===== src/verilog/dtq_regs.vh =====
`ifndef DTQ_REGS_VH
`define DTQ_REGS_VH
// ------
// register byte offsets
// ------
`define DTQ_CTRL_OFF 8'h00
`define DTQ_COND_OFF 8'h04
`define DTQ_LEVEL1_OFF 8'h08
`define DTQ_LEVEL2_OFF 8'h0c
`define DTQ_EDGES_OFF 8'h10
`define DTQ_IRQEN_OFF 8'h14
`define DTQ_RTINT_OFF 8'h18
`define DTQ_STATUS_OFF 8'h1c
`define DTQ_PKMAX_OFF 8'h20
`define DTQ_PKMIN_OFF 8'h24
`define DTQ_DELIM_OFF 8'h28
// ------
// control bits (write one to act)
// ------
`define DTQ_CTRL_ARM 0
`define DTQ_CTRL_SWTRG 1
`define DTQ_CTRL_BUSTRG 2
// ------
// condition register fields
// ------
`define DTQ_COND_A_LSB 0
`define DTQ_COND_B_LSB 4
`define DTQ_COND_AND 8
`define DTQ_COND_PAIR 9
`define DTQ_COND_INSEL_LSB 12
`define DTQ_COND_OUTEN 15
`define DTQ_COND_OUTSEL_LSB 16
`define DTQ_COND_RECORD_COLLECT_MODE 20
`define DTQ_COND_RST 21'h000000
// ------
// condition source codes
// ------
`define DTQ_SOFTWARE_TRIGGER_CODE 4'h0
`define DTQ_BUS_COMMAND_TRIGGER_CODE 4'h1
`define DTQ_EXT_RISE_CODE 4'h2
`define DTQ_EXT_FALL_CODE 4'h3
`define DTQ_BACKPLANE_CODE 4'h4
`define DTQ_ABOVE_LEVEL_CODE 4'h5
`define DTQ_BELOW_LEVEL_CODE 4'h6
`define DTQ_RISING_SLOPE_CODE 4'h7
`define DTQ_FALLING_SLOPE_CODE 4'h8
// ------
// edge polarity bits, one = positive edge
// ------
`define DTQ_EDGE_BPIN 0
`define DTQ_EDGE_BPOUT 1
`define DTQ_EDGE_ARMIN 2
`define DTQ_EDGE_ARMOUT 3
`define DTQ_EDGES_RST 4'h0
// ------
// reset values and scale
// ------
`define DTQ_LEVEL1_RST 16'h7fff
`define DTQ_LEVEL2_RST 16'h8000
`define DTQ_IRQEN_RST 5'h00
`define DTQ_RTINT_RST 24'h000001
`define DTQ_DELIM_RST 8'h3b
`define DTQ_SEMICOLON 8'h3b
`define DTQ_NEG_FS 16'h8000
`define DTQ_POS_FS 16'h7fff
`define DTQ_HALF_STEP 17'h00080
`endif


===== src/verilog/dtq_trigger_qualifier.v =====
// What this block does
// - threshold compare uses only the top eight bits of each sample.
// - requested level is rounded to the nearest eight-bit step before use.
// - after trigger, peak one takes every larger sample: running maximum.
// - after trigger, peak two takes every smaller sample: running minimum.
// - record collection mode freezes both peak trackers.
// - no threshold condition: peak one preloads minus, peak two plus full scale.
// - an active external gate stops both peak trackers.
// - AND mode latches the first met condition, fires on the other, any order.
// - in AND mode a level or slope detector waits for the other condition, unless both sides are level based: then side a may go first.
// - selected backplane output line zero to seven strobes at trigger, else none.
// - slope detector takes either direction with any signed level.
// - OR mode fires on either condition; window setup fires on leaving band.
// - four control-line edge polarity bits are stored; only the backplane input edge uses its bit.
// - five interrupt sources each carry their own enable bit.
// - realtime value refreshes every programmed sample clocks, default one.
// - trigger setup stays pending until arm; irq enables, realtime interval and delimiter act at once; reads return the pending values.
// - reset gives software OR software, post-trigger, edges unprogrammed.
// - report text swaps each semicolon for the selected delimiter.
// - above-level fires when input exceeds level, below-level when under it.
// - slope fires one sample clock after crossing the level the right way.
// - external edge fires only on a real transition of the programmed sense.
// - with no operator the single condition is ORed with itself.
`timescale 1ns/1ps
`include "dtq_regs.vh"

module dtq_trigger_qualifier (
  // clock and reset
  input wire clk,
  input wire srst,
  // apb slave
  input wire psel,
  input wire penable,
  input wire pwrite,
  input wire [7:0] paddr,
  input wire [31:0] pwdata,
  output reg [31:0] prdata,
  output wire pready,
  output wire pslverr,
  // sample stream, same clock
  input wire [15:0] sample,
  // pins from outside
  input wire ext_trig,
  input wire ext_gate,
  input wire [7:0] bp_trig_in,
  // backplane output trigger, open collector
  output wire [7:0] bp_trig_o,
  output reg [7:0] bp_trig_oe,
  // status and side outputs
  output reg trig_pulse,
  output reg armed,
  output reg [4:0] irq_enable,
  output reg [15:0] rt_data,
  output reg rt_update,
  // setup report text
  input wire [7:0] report_char,
  input wire report_valid,
  output reg [7:0] report_char_out,
  output reg report_valid_out
);

  // ------
  // pending setup registers
  // ------
  reg [20:0] cond_ff;
  reg [15:0] level1_ff;
  reg [15:0] level2_ff;
  reg [3:0] edges_ff;
  reg [23:0] rtint_ff;
  reg [7:0] delim_ff;
  // ------
  // active setup, loaded at arm
  // ------
  reg [20:0] act_cond_ff;
  reg [7:0] act_thr1_ff;
  reg [7:0] act_thr2_ff;
  reg act_bpin_pos_ff;
  // ------
  // trigger state
  // ------
  reg triggered_ff;
  reg latch_a_ff;
  reg latch_b_ff;
  reg [15:0] pkmax_ff;
  reg [15:0] pkmin_ff;
  reg [23:0] rtcnt_ff;
  // ------
  // synchronisers and registered sources
  // ------
  reg [9:0] sync1_ff;
  reg [9:0] sync2_ff;
  reg [9:0] sync3_ff;
  reg [7:0] prev8_ff;
  reg sw_ev_ff;
  reg bus_ev_ff;
  reg slope_rise_ff;
  reg slope_fall_ff;

  wire wr_en = psel & penable & pwrite;
  wire arm_cmd = wr_en & (paddr == `DTQ_CTRL_OFF) & pwdata[`DTQ_CTRL_ARM];
  wire sw_cmd = wr_en & (paddr == `DTQ_CTRL_OFF) & pwdata[`DTQ_CTRL_SWTRG];
  wire bus_cmd = wr_en & (paddr == `DTQ_CTRL_OFF) & pwdata[`DTQ_CTRL_BUSTRG];

  // ------
  // threshold rounding
  // ------
  // round to nearest step, saturating so a level near plus full scale cannot wrap
  function [7:0] dtq_round;
    input [15:0] req;
    reg [16:0] sum;
    begin
      sum = {req[15], req} + `DTQ_HALF_STEP;
      if (!req[15] && sum[15])
        dtq_round = 8'h7f;
      else
        dtq_round = sum[15:8];
    end
  endfunction

  function is_level;
    input [3:0] code;
    begin
      is_level = (code == `DTQ_ABOVE_LEVEL_CODE) || (code == `DTQ_BELOW_LEVEL_CODE) ||
                 (code == `DTQ_RISING_SLOPE_CODE) || (code == `DTQ_FALLING_SLOPE_CODE);
    end
  endfunction

  function is_thr;
    input [3:0] code;
    begin
      is_thr = (code == `DTQ_ABOVE_LEVEL_CODE) || (code == `DTQ_BELOW_LEVEL_CODE);
    end
  endfunction

  // ------
  // source detection
  // ------
  wire [7:0] s8 = sample[15:8];
  wire ext_s = sync2_ff[8];
  wire ext_d = sync3_ff[8];
  wire gate_s = sync2_ff[9];
  wire [2:0] in_sel = act_cond_ff[`DTQ_COND_INSEL_LSB +: 3];
  wire bp_s = sync2_ff[in_sel];
  wire bp_d = sync3_ff[in_sel];
  wire bp_edge = act_bpin_pos_ff ? (bp_s & ~bp_d) : (~bp_s & bp_d);
  wire ext_rise = ext_s & ~ext_d;
  wire ext_fall = ~ext_s & ext_d;

  function src_hit;
    input [3:0] code;
    input [7:0] thr;
    input [7:0] smp;
    input sw_e;
    input bus_e;
    input er;
    input ef;
    input bpe;
    input sr;
    input sf;
    begin
      case (code)
        `DTQ_SOFTWARE_TRIGGER_CODE: src_hit = sw_e;
        `DTQ_BUS_COMMAND_TRIGGER_CODE: src_hit = bus_e;
        `DTQ_EXT_RISE_CODE: src_hit = er;
        `DTQ_EXT_FALL_CODE: src_hit = ef;
        `DTQ_BACKPLANE_CODE: src_hit = bpe;
        `DTQ_ABOVE_LEVEL_CODE: src_hit = $signed(smp) > $signed(thr);
        `DTQ_BELOW_LEVEL_CODE: src_hit = $signed(smp) < $signed(thr);
        `DTQ_RISING_SLOPE_CODE: src_hit = sr;
        `DTQ_FALLING_SLOPE_CODE: src_hit = sf;
        default: src_hit = 1'b0;
      endcase
    end
  endfunction

  wire [3:0] code_a = act_cond_ff[`DTQ_COND_A_LSB +: 4];
  // without an operator the second condition mirrors the first
  wire pair = act_cond_ff[`DTQ_COND_PAIR];
  wire [3:0] code_b = pair ? act_cond_ff[`DTQ_COND_B_LSB +: 4] : code_a;
  wire [7:0] thr_b = pair ? act_thr2_ff : act_thr1_ff;
  wire and_mode = act_cond_ff[`DTQ_COND_AND] & pair;

  // slope crossings per side, each threshold signed so all quadrants work
  wire rise_x1 = ($signed(prev8_ff) <= $signed(act_thr1_ff)) &
                 ($signed(s8) > $signed(act_thr1_ff));
  wire fall_x1 = ($signed(prev8_ff) >= $signed(act_thr1_ff)) &
                 ($signed(s8) < $signed(act_thr1_ff));
  wire rise_x2 = ($signed(prev8_ff) <= $signed(thr_b)) & ($signed(s8) > $signed(thr_b));
  wire fall_x2 = ($signed(prev8_ff) >= $signed(thr_b)) & ($signed(s8) < $signed(thr_b));
  reg slope_rise2_ff;
  reg slope_fall2_ff;

  wire raw_a = src_hit(code_a, act_thr1_ff, s8, sw_ev_ff, bus_ev_ff, ext_rise, ext_fall,
                       bp_edge, slope_rise_ff, slope_fall_ff);
  wire raw_b = src_hit(code_b, thr_b, s8, sw_ev_ff, bus_ev_ff, ext_rise, ext_fall,
                       bp_edge, slope_rise2_ff, slope_fall2_ff);

  // level detectors in AND mode wait for the other side; if both are
  // level based, side a is allowed first so the pair can still complete
  wire lvl_a = is_level(code_a);
  wire lvl_b = is_level(code_b);
  wire en_a = ~and_mode | ~lvl_a | lvl_b | latch_b_ff;
  wire en_b = ~and_mode | ~lvl_b | latch_a_ff;
  wire hit_a = raw_a & en_a;
  wire hit_b = raw_b & en_b;
  wire fire_or = hit_a | hit_b;
  wire fire_and = (hit_a | latch_a_ff) & (hit_b | latch_b_ff);
  wire fire = armed & ~arm_cmd & (and_mode ? fire_and : fire_or);
  wire any_thr = is_thr(cond_ff[`DTQ_COND_A_LSB +: 4]) |
                 (cond_ff[`DTQ_COND_PAIR] & is_thr(cond_ff[`DTQ_COND_B_LSB +: 4]));

  // ------
  // apb access
  // ------
  assign pready = 1'b1;
  reg mapped;
  always @*
  begin
    mapped = 1'b1;
    case (paddr)
      `DTQ_CTRL_OFF: prdata = 32'h00000000;
      `DTQ_COND_OFF: prdata = {11'h000, cond_ff};
      `DTQ_LEVEL1_OFF: prdata = {16'h0000, level1_ff};
      `DTQ_LEVEL2_OFF: prdata = {16'h0000, level2_ff};
      `DTQ_EDGES_OFF: prdata = {28'h0000000, edges_ff};
      `DTQ_IRQEN_OFF: prdata = {27'h0000000, irq_enable};
      `DTQ_RTINT_OFF: prdata = {8'h00, rtint_ff};
      `DTQ_STATUS_OFF: prdata = {28'h0000000, latch_b_ff, latch_a_ff, triggered_ff, armed};
      `DTQ_PKMAX_OFF: prdata = {16'h0000, pkmax_ff};
      `DTQ_PKMIN_OFF: prdata = {16'h0000, pkmin_ff};
      `DTQ_DELIM_OFF: prdata = {24'h000000, delim_ff};
      default:
      begin
        prdata = 32'h00000000;
        mapped = 1'b0;
      end
    endcase
  end
  assign pslverr = psel & penable & ~mapped;

  // ------
  // pending setup writes
  // ------
  always @(posedge clk)
  begin
    if (srst)
    begin
      cond_ff <= `DTQ_COND_RST;
      level1_ff <= `DTQ_LEVEL1_RST;
      level2_ff <= `DTQ_LEVEL2_RST;
      edges_ff <= `DTQ_EDGES_RST;
      irq_enable <= `DTQ_IRQEN_RST;
      rtint_ff <= `DTQ_RTINT_RST;
      delim_ff <= `DTQ_DELIM_RST;
    end
    else if (wr_en)
    begin
      case (paddr)
        `DTQ_COND_OFF: cond_ff <= pwdata[20:0];
        `DTQ_LEVEL1_OFF: level1_ff <= pwdata[15:0];
        `DTQ_LEVEL2_OFF: level2_ff <= pwdata[15:0];
        `DTQ_EDGES_OFF: edges_ff <= pwdata[3:0];
        `DTQ_IRQEN_OFF: irq_enable <= pwdata[4:0];
        `DTQ_RTINT_OFF: rtint_ff <= pwdata[23:0];
        `DTQ_DELIM_OFF: delim_ff <= pwdata[7:0];
        default: delim_ff <= delim_ff;
      endcase
    end
  end

  // ------
  // source registers and synchronisers
  // ------
  always @(posedge clk)
  begin
    if (srst)
    begin
      sync1_ff <= 10'h000;
      sync2_ff <= 10'h000;
      sync3_ff <= 10'h000;
      prev8_ff <= 8'h00;
      sw_ev_ff <= 1'b0;
      bus_ev_ff <= 1'b0;
      slope_rise_ff <= 1'b0;
      slope_fall_ff <= 1'b0;
      slope_rise2_ff <= 1'b0;
      slope_fall2_ff <= 1'b0;
    end
    else
    begin
      sync1_ff <= {ext_gate, ext_trig, bp_trig_in};
      sync2_ff <= sync1_ff;
      sync3_ff <= sync2_ff;
      prev8_ff <= s8;
      sw_ev_ff <= sw_cmd;
      bus_ev_ff <= bus_cmd;
      slope_rise_ff <= rise_x1;
      slope_fall_ff <= fall_x1;
      slope_rise2_ff <= rise_x2;
      slope_fall2_ff <= fall_x2;
    end
  end

  // ------
  // arm, latch and trigger
  // ------
  wire outen = act_cond_ff[`DTQ_COND_OUTEN];
  wire [2:0] out_sel = act_cond_ff[`DTQ_COND_OUTSEL_LSB +: 3];
  assign bp_trig_o = 8'h00;

  always @(posedge clk)
  begin
    if (srst)
    begin
      act_cond_ff <= `DTQ_COND_RST;
      act_thr1_ff <= 8'h7f;
      act_thr2_ff <= 8'h80;
      act_bpin_pos_ff <= 1'b0;
      armed <= 1'b0;
      triggered_ff <= 1'b0;
      latch_a_ff <= 1'b0;
      latch_b_ff <= 1'b0;
      trig_pulse <= 1'b0;
      bp_trig_oe <= 8'h00;
    end
    else
    begin
      trig_pulse <= fire;
      bp_trig_oe <= (fire & outen) ? (8'h01 << out_sel) : 8'h00;
      if (arm_cmd)
      begin
        act_cond_ff <= cond_ff;
        act_thr1_ff <= dtq_round(level1_ff);
        act_thr2_ff <= dtq_round(level2_ff);
        act_bpin_pos_ff <= edges_ff[`DTQ_EDGE_BPIN];
        armed <= 1'b1;
        triggered_ff <= 1'b0;
        latch_a_ff <= 1'b0;
        latch_b_ff <= 1'b0;
      end
      else if (fire)
      begin
        armed <= 1'b0;
        triggered_ff <= 1'b1;
        latch_a_ff <= 1'b0;
        latch_b_ff <= 1'b0;
      end
      else if (armed & and_mode)
      begin
        if (hit_a)
          latch_a_ff <= 1'b1;
        if (hit_b)
          latch_b_ff <= 1'b1;
      end
    end
  end

  // ------
  // peak trackers
  // ------
  wire pk_run = triggered_ff & ~act_cond_ff[`DTQ_COND_RECORD_COLLECT_MODE] & ~gate_s;
  always @(posedge clk)
  begin
    if (srst)
    begin
      pkmax_ff <= `DTQ_NEG_FS;
      pkmin_ff <= `DTQ_POS_FS;
    end
    else if (arm_cmd)
    begin
      pkmax_ff <= any_thr ? {dtq_round(level1_ff), 8'h00} : `DTQ_NEG_FS;
      pkmin_ff <= any_thr ? {dtq_round(level2_ff), 8'h00} : `DTQ_POS_FS;
    end
    else if (pk_run)
    begin
      if ($signed(sample) > $signed(pkmax_ff))
        pkmax_ff <= sample;
      if ($signed(sample) < $signed(pkmin_ff))
        pkmin_ff <= sample;
    end
  end

  // ------
  // realtime update
  // ------
  // an interval of zero behaves as one so the value never goes stale
  wire rt_hit = (rtcnt_ff + 24'h000001 >= rtint_ff);
  always @(posedge clk)
  begin
    if (srst)
    begin
      rtcnt_ff <= 24'h000000;
      rt_data <= 16'h0000;
      rt_update <= 1'b0;
    end
    else
    begin
      rt_update <= rt_hit;
      if (rt_hit)
      begin
        rtcnt_ff <= 24'h000000;
        rt_data <= sample;
      end
      else
        rtcnt_ff <= rtcnt_ff + 24'h000001;
    end
  end

  // ------
  // report delimiter swap
  // ------
  always @(posedge clk)
  begin
    if (srst)
    begin
      report_char_out <= 8'h00;
      report_valid_out <= 1'b0;
    end
    else
    begin
      report_valid_out <= report_valid;
      report_char_out <= (report_char == `DTQ_SEMICOLON) ? delim_ff : report_char;
    end
  end

endmodule


===== config.mk =====
export PLATFORM = sky130hd
export DESIGN_NAME = dtq_trigger_qualifier
export DESIGN_NICKNAME = d
export VERILOG_FILES = /design/src/verilog/dtq_trigger_qualifier.v
export VERILOG_INCLUDE_DIRS = /design/src /design/src/verilog
export SDC_FILE = /design/constraint.sdc
export NUM_CORES = 1
export LEC_CHECK = 0
export CAP_MARGIN = 15
export CORE_MARGIN = 5
export CORE_UTILIZATION = 45
export CTS_CLUSTER_DIAMETER = 100
export DETAILED_ROUTE_END_ITERATION = 10
export DONT_BUFFER_PORTS = 1
export GPL_TIMING_DRIVEN = 0
export SLEW_MARGIN = 25
export SYNTH_ARGS = -nofsm -noshare
export SYNTH_HDL_FRONTEND = slang
export SYNTH_SLANG_ARGS = --single-unit
export TNS_END_PERCENT = 50

===== constraint.sdc =====
create_clock -name clk -period 3.4 [get_ports clk]
set_input_delay 0.17 -clock clk [delete_from_list [all_inputs] [get_ports clk]]
set_output_delay 0.17 -clock clk [all_outputs]
set_load 0.05 [all_outputs]

==> results.py <==
metrics = {
    "run_status": {
        "outcome": "finished, violations left",
        "violations": "setup timing",
    },
    "route": {
        "detail_route.wl_per_cell_um": 21.9,
        "first_pass_iters": 6,
        "drt_iter0_drc": 1080,
        "via_per_inst": 5.79,
        "drc": 0,
        "wl_um": 48000,
        "ant_nets": 0,
        "vias": 12700,
    },
    "timing": {
        "fmax_mhz": 285,
        "finClkSkew_ns": 0.0356,
        "hold_viol_final": 0,
        "worstMarginPinSlew_ns": 0.959,
        "maxSlewViolCount": 0,
        "postLayoutSetupSlackWorst_ns": -0.113,
        "tns_ns": -1.32,
        "period_needed_ns": 3.51,
        "rsz0062_at_grt": "yes",
        "slew_headroom": 0.360,
        "setup_viol": 15,
        "period_share": 1.03,
    },
    "job": {
        "cap_viol_max_count": 0,
    },
    "grt": {
        "grt_usage": 0.273,
        "antenna_found_initial": 1,
        "grt_use_met2": 0.427,
        "grt_pass1_vias": 12000,
        "use_met3": 0.0718,
        "grt_pass1_wl_um": 71200,
        "grt_max_degree": 16,
        "grt_use_met1": 0.375,
        "globalRoute.totalOverflow": 0,
        "busiest_layer": "met2",
    },
    "synthesis": {
        "netlist.top_cell.by_area": "dfxtp_1",
        "synth_compound_area_frac": 0.159,
        "synth_cell_types": 68,
        "synth_area_leaders": "dfxtp_1 (40%), ha_1 (8.3%), nand2_1 (7.6%)",
        "yosys_warnings": 0,
        "synthFlopType": "dfxtp_1",
        "yosys.area.top_type_share": 0.396,
        "synthAdderAreaFrac": 0.0835,
        "synth_seq_cells": 267,
        "synth_edf_count": 0,
        "synth-xor-area-share": 0.0234,
        "synthArstFlopShare": 0,
        "yosys.area_share.simple": 0.253,
        "ys_seq_area_frac": 0.396,
        "synthMuxAreaShare": 0.0266,
        "avgSynthCellArea_um2": 8.21,
        "synthCells": 1644,
        "syn-cell-area_um2": 13500,
        "synth_top_family_by_area": "simple AND/OR/NAND/NOR gates",
    },
    "floorplanning": {
        "core_region_area_um2": 29600,
        "num_io_pins": 163,
        "die_x_um": 183,
        "start_util": 0.455,
        "die-area_um2": 33500,
        "die_h_um": 183,
        "row_count": 63,
    },
    "worst_setup_path": {
        "path_buf_inv": 1,
        "r2r_end": "rt_data[6]$_SDFFE_PP0P_",
        "worst-path-max-fanout": 5,
        "endpoint_kind": "flip-flop",
        "crit_family": "simple AND/OR/NAND/NOR gates",
        "cp_cell_sequence": "and3_4, and3_4, nand3_4, nor2_4, nand4_1, nor2_1, xnor2_1, ha_1, a21o_1, a21o_1, a21oi_2, o21ai_4, buf_6, and3_1, or4_4",
        "critPathLaunchType": "flip-flop",
        "critical-path-max-stage-delay_ns": 0.52,
        "rrSetupSlack_ns": -0.11,
        "rr_startpoint": "rtcnt_ff[3]$_SDFF_PP0_",
        "crit_required_ns": 3.85,
        "crit_slowest_cell": "or4_4",
        "critPathLaunch": "rtcnt_ff[3]$_SDFF_PP0_",
        "crit_type": "reg -> reg",
        "ff2ff_path_depth": 15,
        "crit_path_end": "rt_data[6]$_SDFFE_PP0P_",
        "cp.arrival_ns": 3.97,
        "worst-path-stages": 15,
    },
    "clock_network": {
        "htreeDepth": 1,
        "clkSinkCount": 267,
        "cts_root_buffer": "clkbuf_16",
        "tritoncts": "built",
        "numCtsBuffers": 30,
        "path_clk_slew_ns": 0.06,
        "clockBufferDepth": 3,
        "insertion_delay_ns": 0.58,
    },
    "power": {
        "ir_drop_v": 0.000350,
        "p_per_area_nw_per_um2": 426,
        "p_leak_nw": 6.62,
        "power.total_mw": 6.93,
    },
    "final_layout": {
        "antenna_cells": 0,
        "final_common_cell": "nand2_1",
        "area_delta_synth_final_pct": 20.5,
        "drive_above_1_share": 0.0984,
        "final_cell_mix": "nand2_1 (273), dfxtp_1 (259), a21oi_1 (138), nor2_1 (93), ha_1 (88)",
        "instances_no_fill": 2189,
        "nNetsFinal": 1948,
        "fillers": 2805,
    },
    "placed_design": {
        "gp_congestion": 0.933,
        "place_hpwl_um": 34800,
        "dpl.cell_count": 2049,
        "io_buffers": 0,
    },
    "hold_path": {
        "hold_path_class": "in -> reg",
    },
}
where the power goes:
part,switching [mW],internal [mW]
logic,0.260,0.157
registers,0.0855,3.17
clock network,1.35,1.91
total,1.70,5.24
what timing repair did:
item                                    CTS  global route
gates cloned                              0             3
endpoints found under the setup margin   52            61
buffers inserted                         13            11
gates resized for setup                  48            43
hold buffers                             62             0
endpoints found under the hold margin   147             0
pin swaps                                14            15
final cells by class:
class | instances | area [um2] | share of cell area
Multi-Input combinational cell | 1207 | 7740 | 0.476
Tap cell | 390 | 488 | 0.0300
Timing Repair Buffer | 88 | 845 | 0.0519
Clock buffer | 40 | 858 | 0.0528
Buffer | 101 | 523 | 0.0322
Inverter | 83 | 318 | 0.0195
Sequential cell | 267 | 5360 | 0.330
Clock inverter | 13 | 129 | 0.00793
synthesized netlist by cell type, types with 3 or more instances:
| cell type | number |
|---|---|
| nand4_1 | 25 |
| a211o_1 | 10 |
| a21o_1 | 21 |
| and4_1 | 15 |
| or3b_1 | 4 |
| buf_1 | 3 |
| inv_1 | 82 |
| nand2_1 | 273 |
| and2_1 | 7 |
| nand2b_1 | 13 |
| nor3b_1 | 6 |
| o31ai_1 | 3 |
| a211oi_1 | 10 |
| xor2_1 | 15 |
| a221oi_1 | 5 |
| nand3b_1 | 6 |
| a222oi_1 | 3 |
| xnor2_1 | 21 |
| a22oi_1 | 47 |
| nand3_1 | 82 |
| clkbuf_1 | 79 |
| and3_1 | 44 |
| ha_1 | 90 |
| mux2_2 | 10 |
| or2_2 | 4 |
| nor3_1 | 29 |
| o211a_1 | 6 |
| o22ai_1 | 6 |
| o21a_1 | 8 |
| o211ai_1 | 3 |
| a22o_1 | 11 |
| a2111oi_0 | 3 |
| mux2i_1 | 19 |
| buf_4 | 17 |
| nor2b_1 | 61 |
| a21oi_1 | 143 |
| or4_1 | 8 |
| dfxtp_1 | 267 |
| o21ai_0 | 34 |
| a31oi_1 | 8 |
| nor4b_1 | 10 |
| nor2_1 | 95 |
| nor4_1 | 5 |
registers in the layout (all words and copies together) (netlist names), 16 cells and up:
register / cells
act_cond_ff: 18
cond_ff: 21
level2_ff: 16
rt_data: 16
pkmin_ff: 16
rtcnt_ff: 24
pkmax_ff: 16
level1_ff: 16
rtint_ff: 24
stage by stage:
step / utilization / instance area, um2 / hold slack, ns / setup slack, ns
final: 0.549 / 16300 / 0.0252 / -0.113
after global routing: 0.549 / 16300 / 0.00155 / -0.195
after floorplan: - / 13600 / 0.287 / -0.0227
after global placement: 0.474 / 14000 / 0.289 / -1.19
after detailed placement: 0.475 / 14100 / 0.296 / -1.21
after CTS: 0.538 / 16000 / 0.000663 / -0.0247
logic make-up (layout without fill, tap and decap cells):
group | count (synthesis) | count (layout)
AO/OA/AOI/OAI | 336 | 337
XOR/XNOR | 36 | 36
adder cells (fa/ha/maj) | 90 | 90
buffers and inverters | 186 | 325
flip-flops | 267 | 267
multiplexers | 32 | 32
other | 2 | 17
AND/OR/NAND/NOR | 695 | 695
metal layers:
| layer | routed length, um | share of wire |
|---|---|---|
| met4 | 1270 | 0.026 |
| met1 | 20600 | 0.43 |
| met5 | 13 | 0.00027 |
| met2 | 21300 | 0.44 |
| met3 | 4770 | 0.099 |
how the worst min path moves through the flow:
stage | from | to | slack (ns) | depth (start not counted)
global placement | report_char[2] | report_char_out[2]$_SDFF_PP0_ | 0.29 | 2
floorplan | report_char[2] | report_char_out[2]$_SDFF_PP0_ | 0.29 | 2
CTS | srst | rt_data[1]$_SDFFE_PP0P_ | 0.0007 | 2
detailed placement | report_char[2] | report_char_out[2]$_SDFF_PP0_ | 0.30 | 2
finish | srst | rt_data[1]$_SDFFE_PP0P_ | 0.03 | 2
global route | srst | rt_data[1]$_SDFFE_PP0P_ | 0.002 | 2
Power figures use the tool's default switching activity.
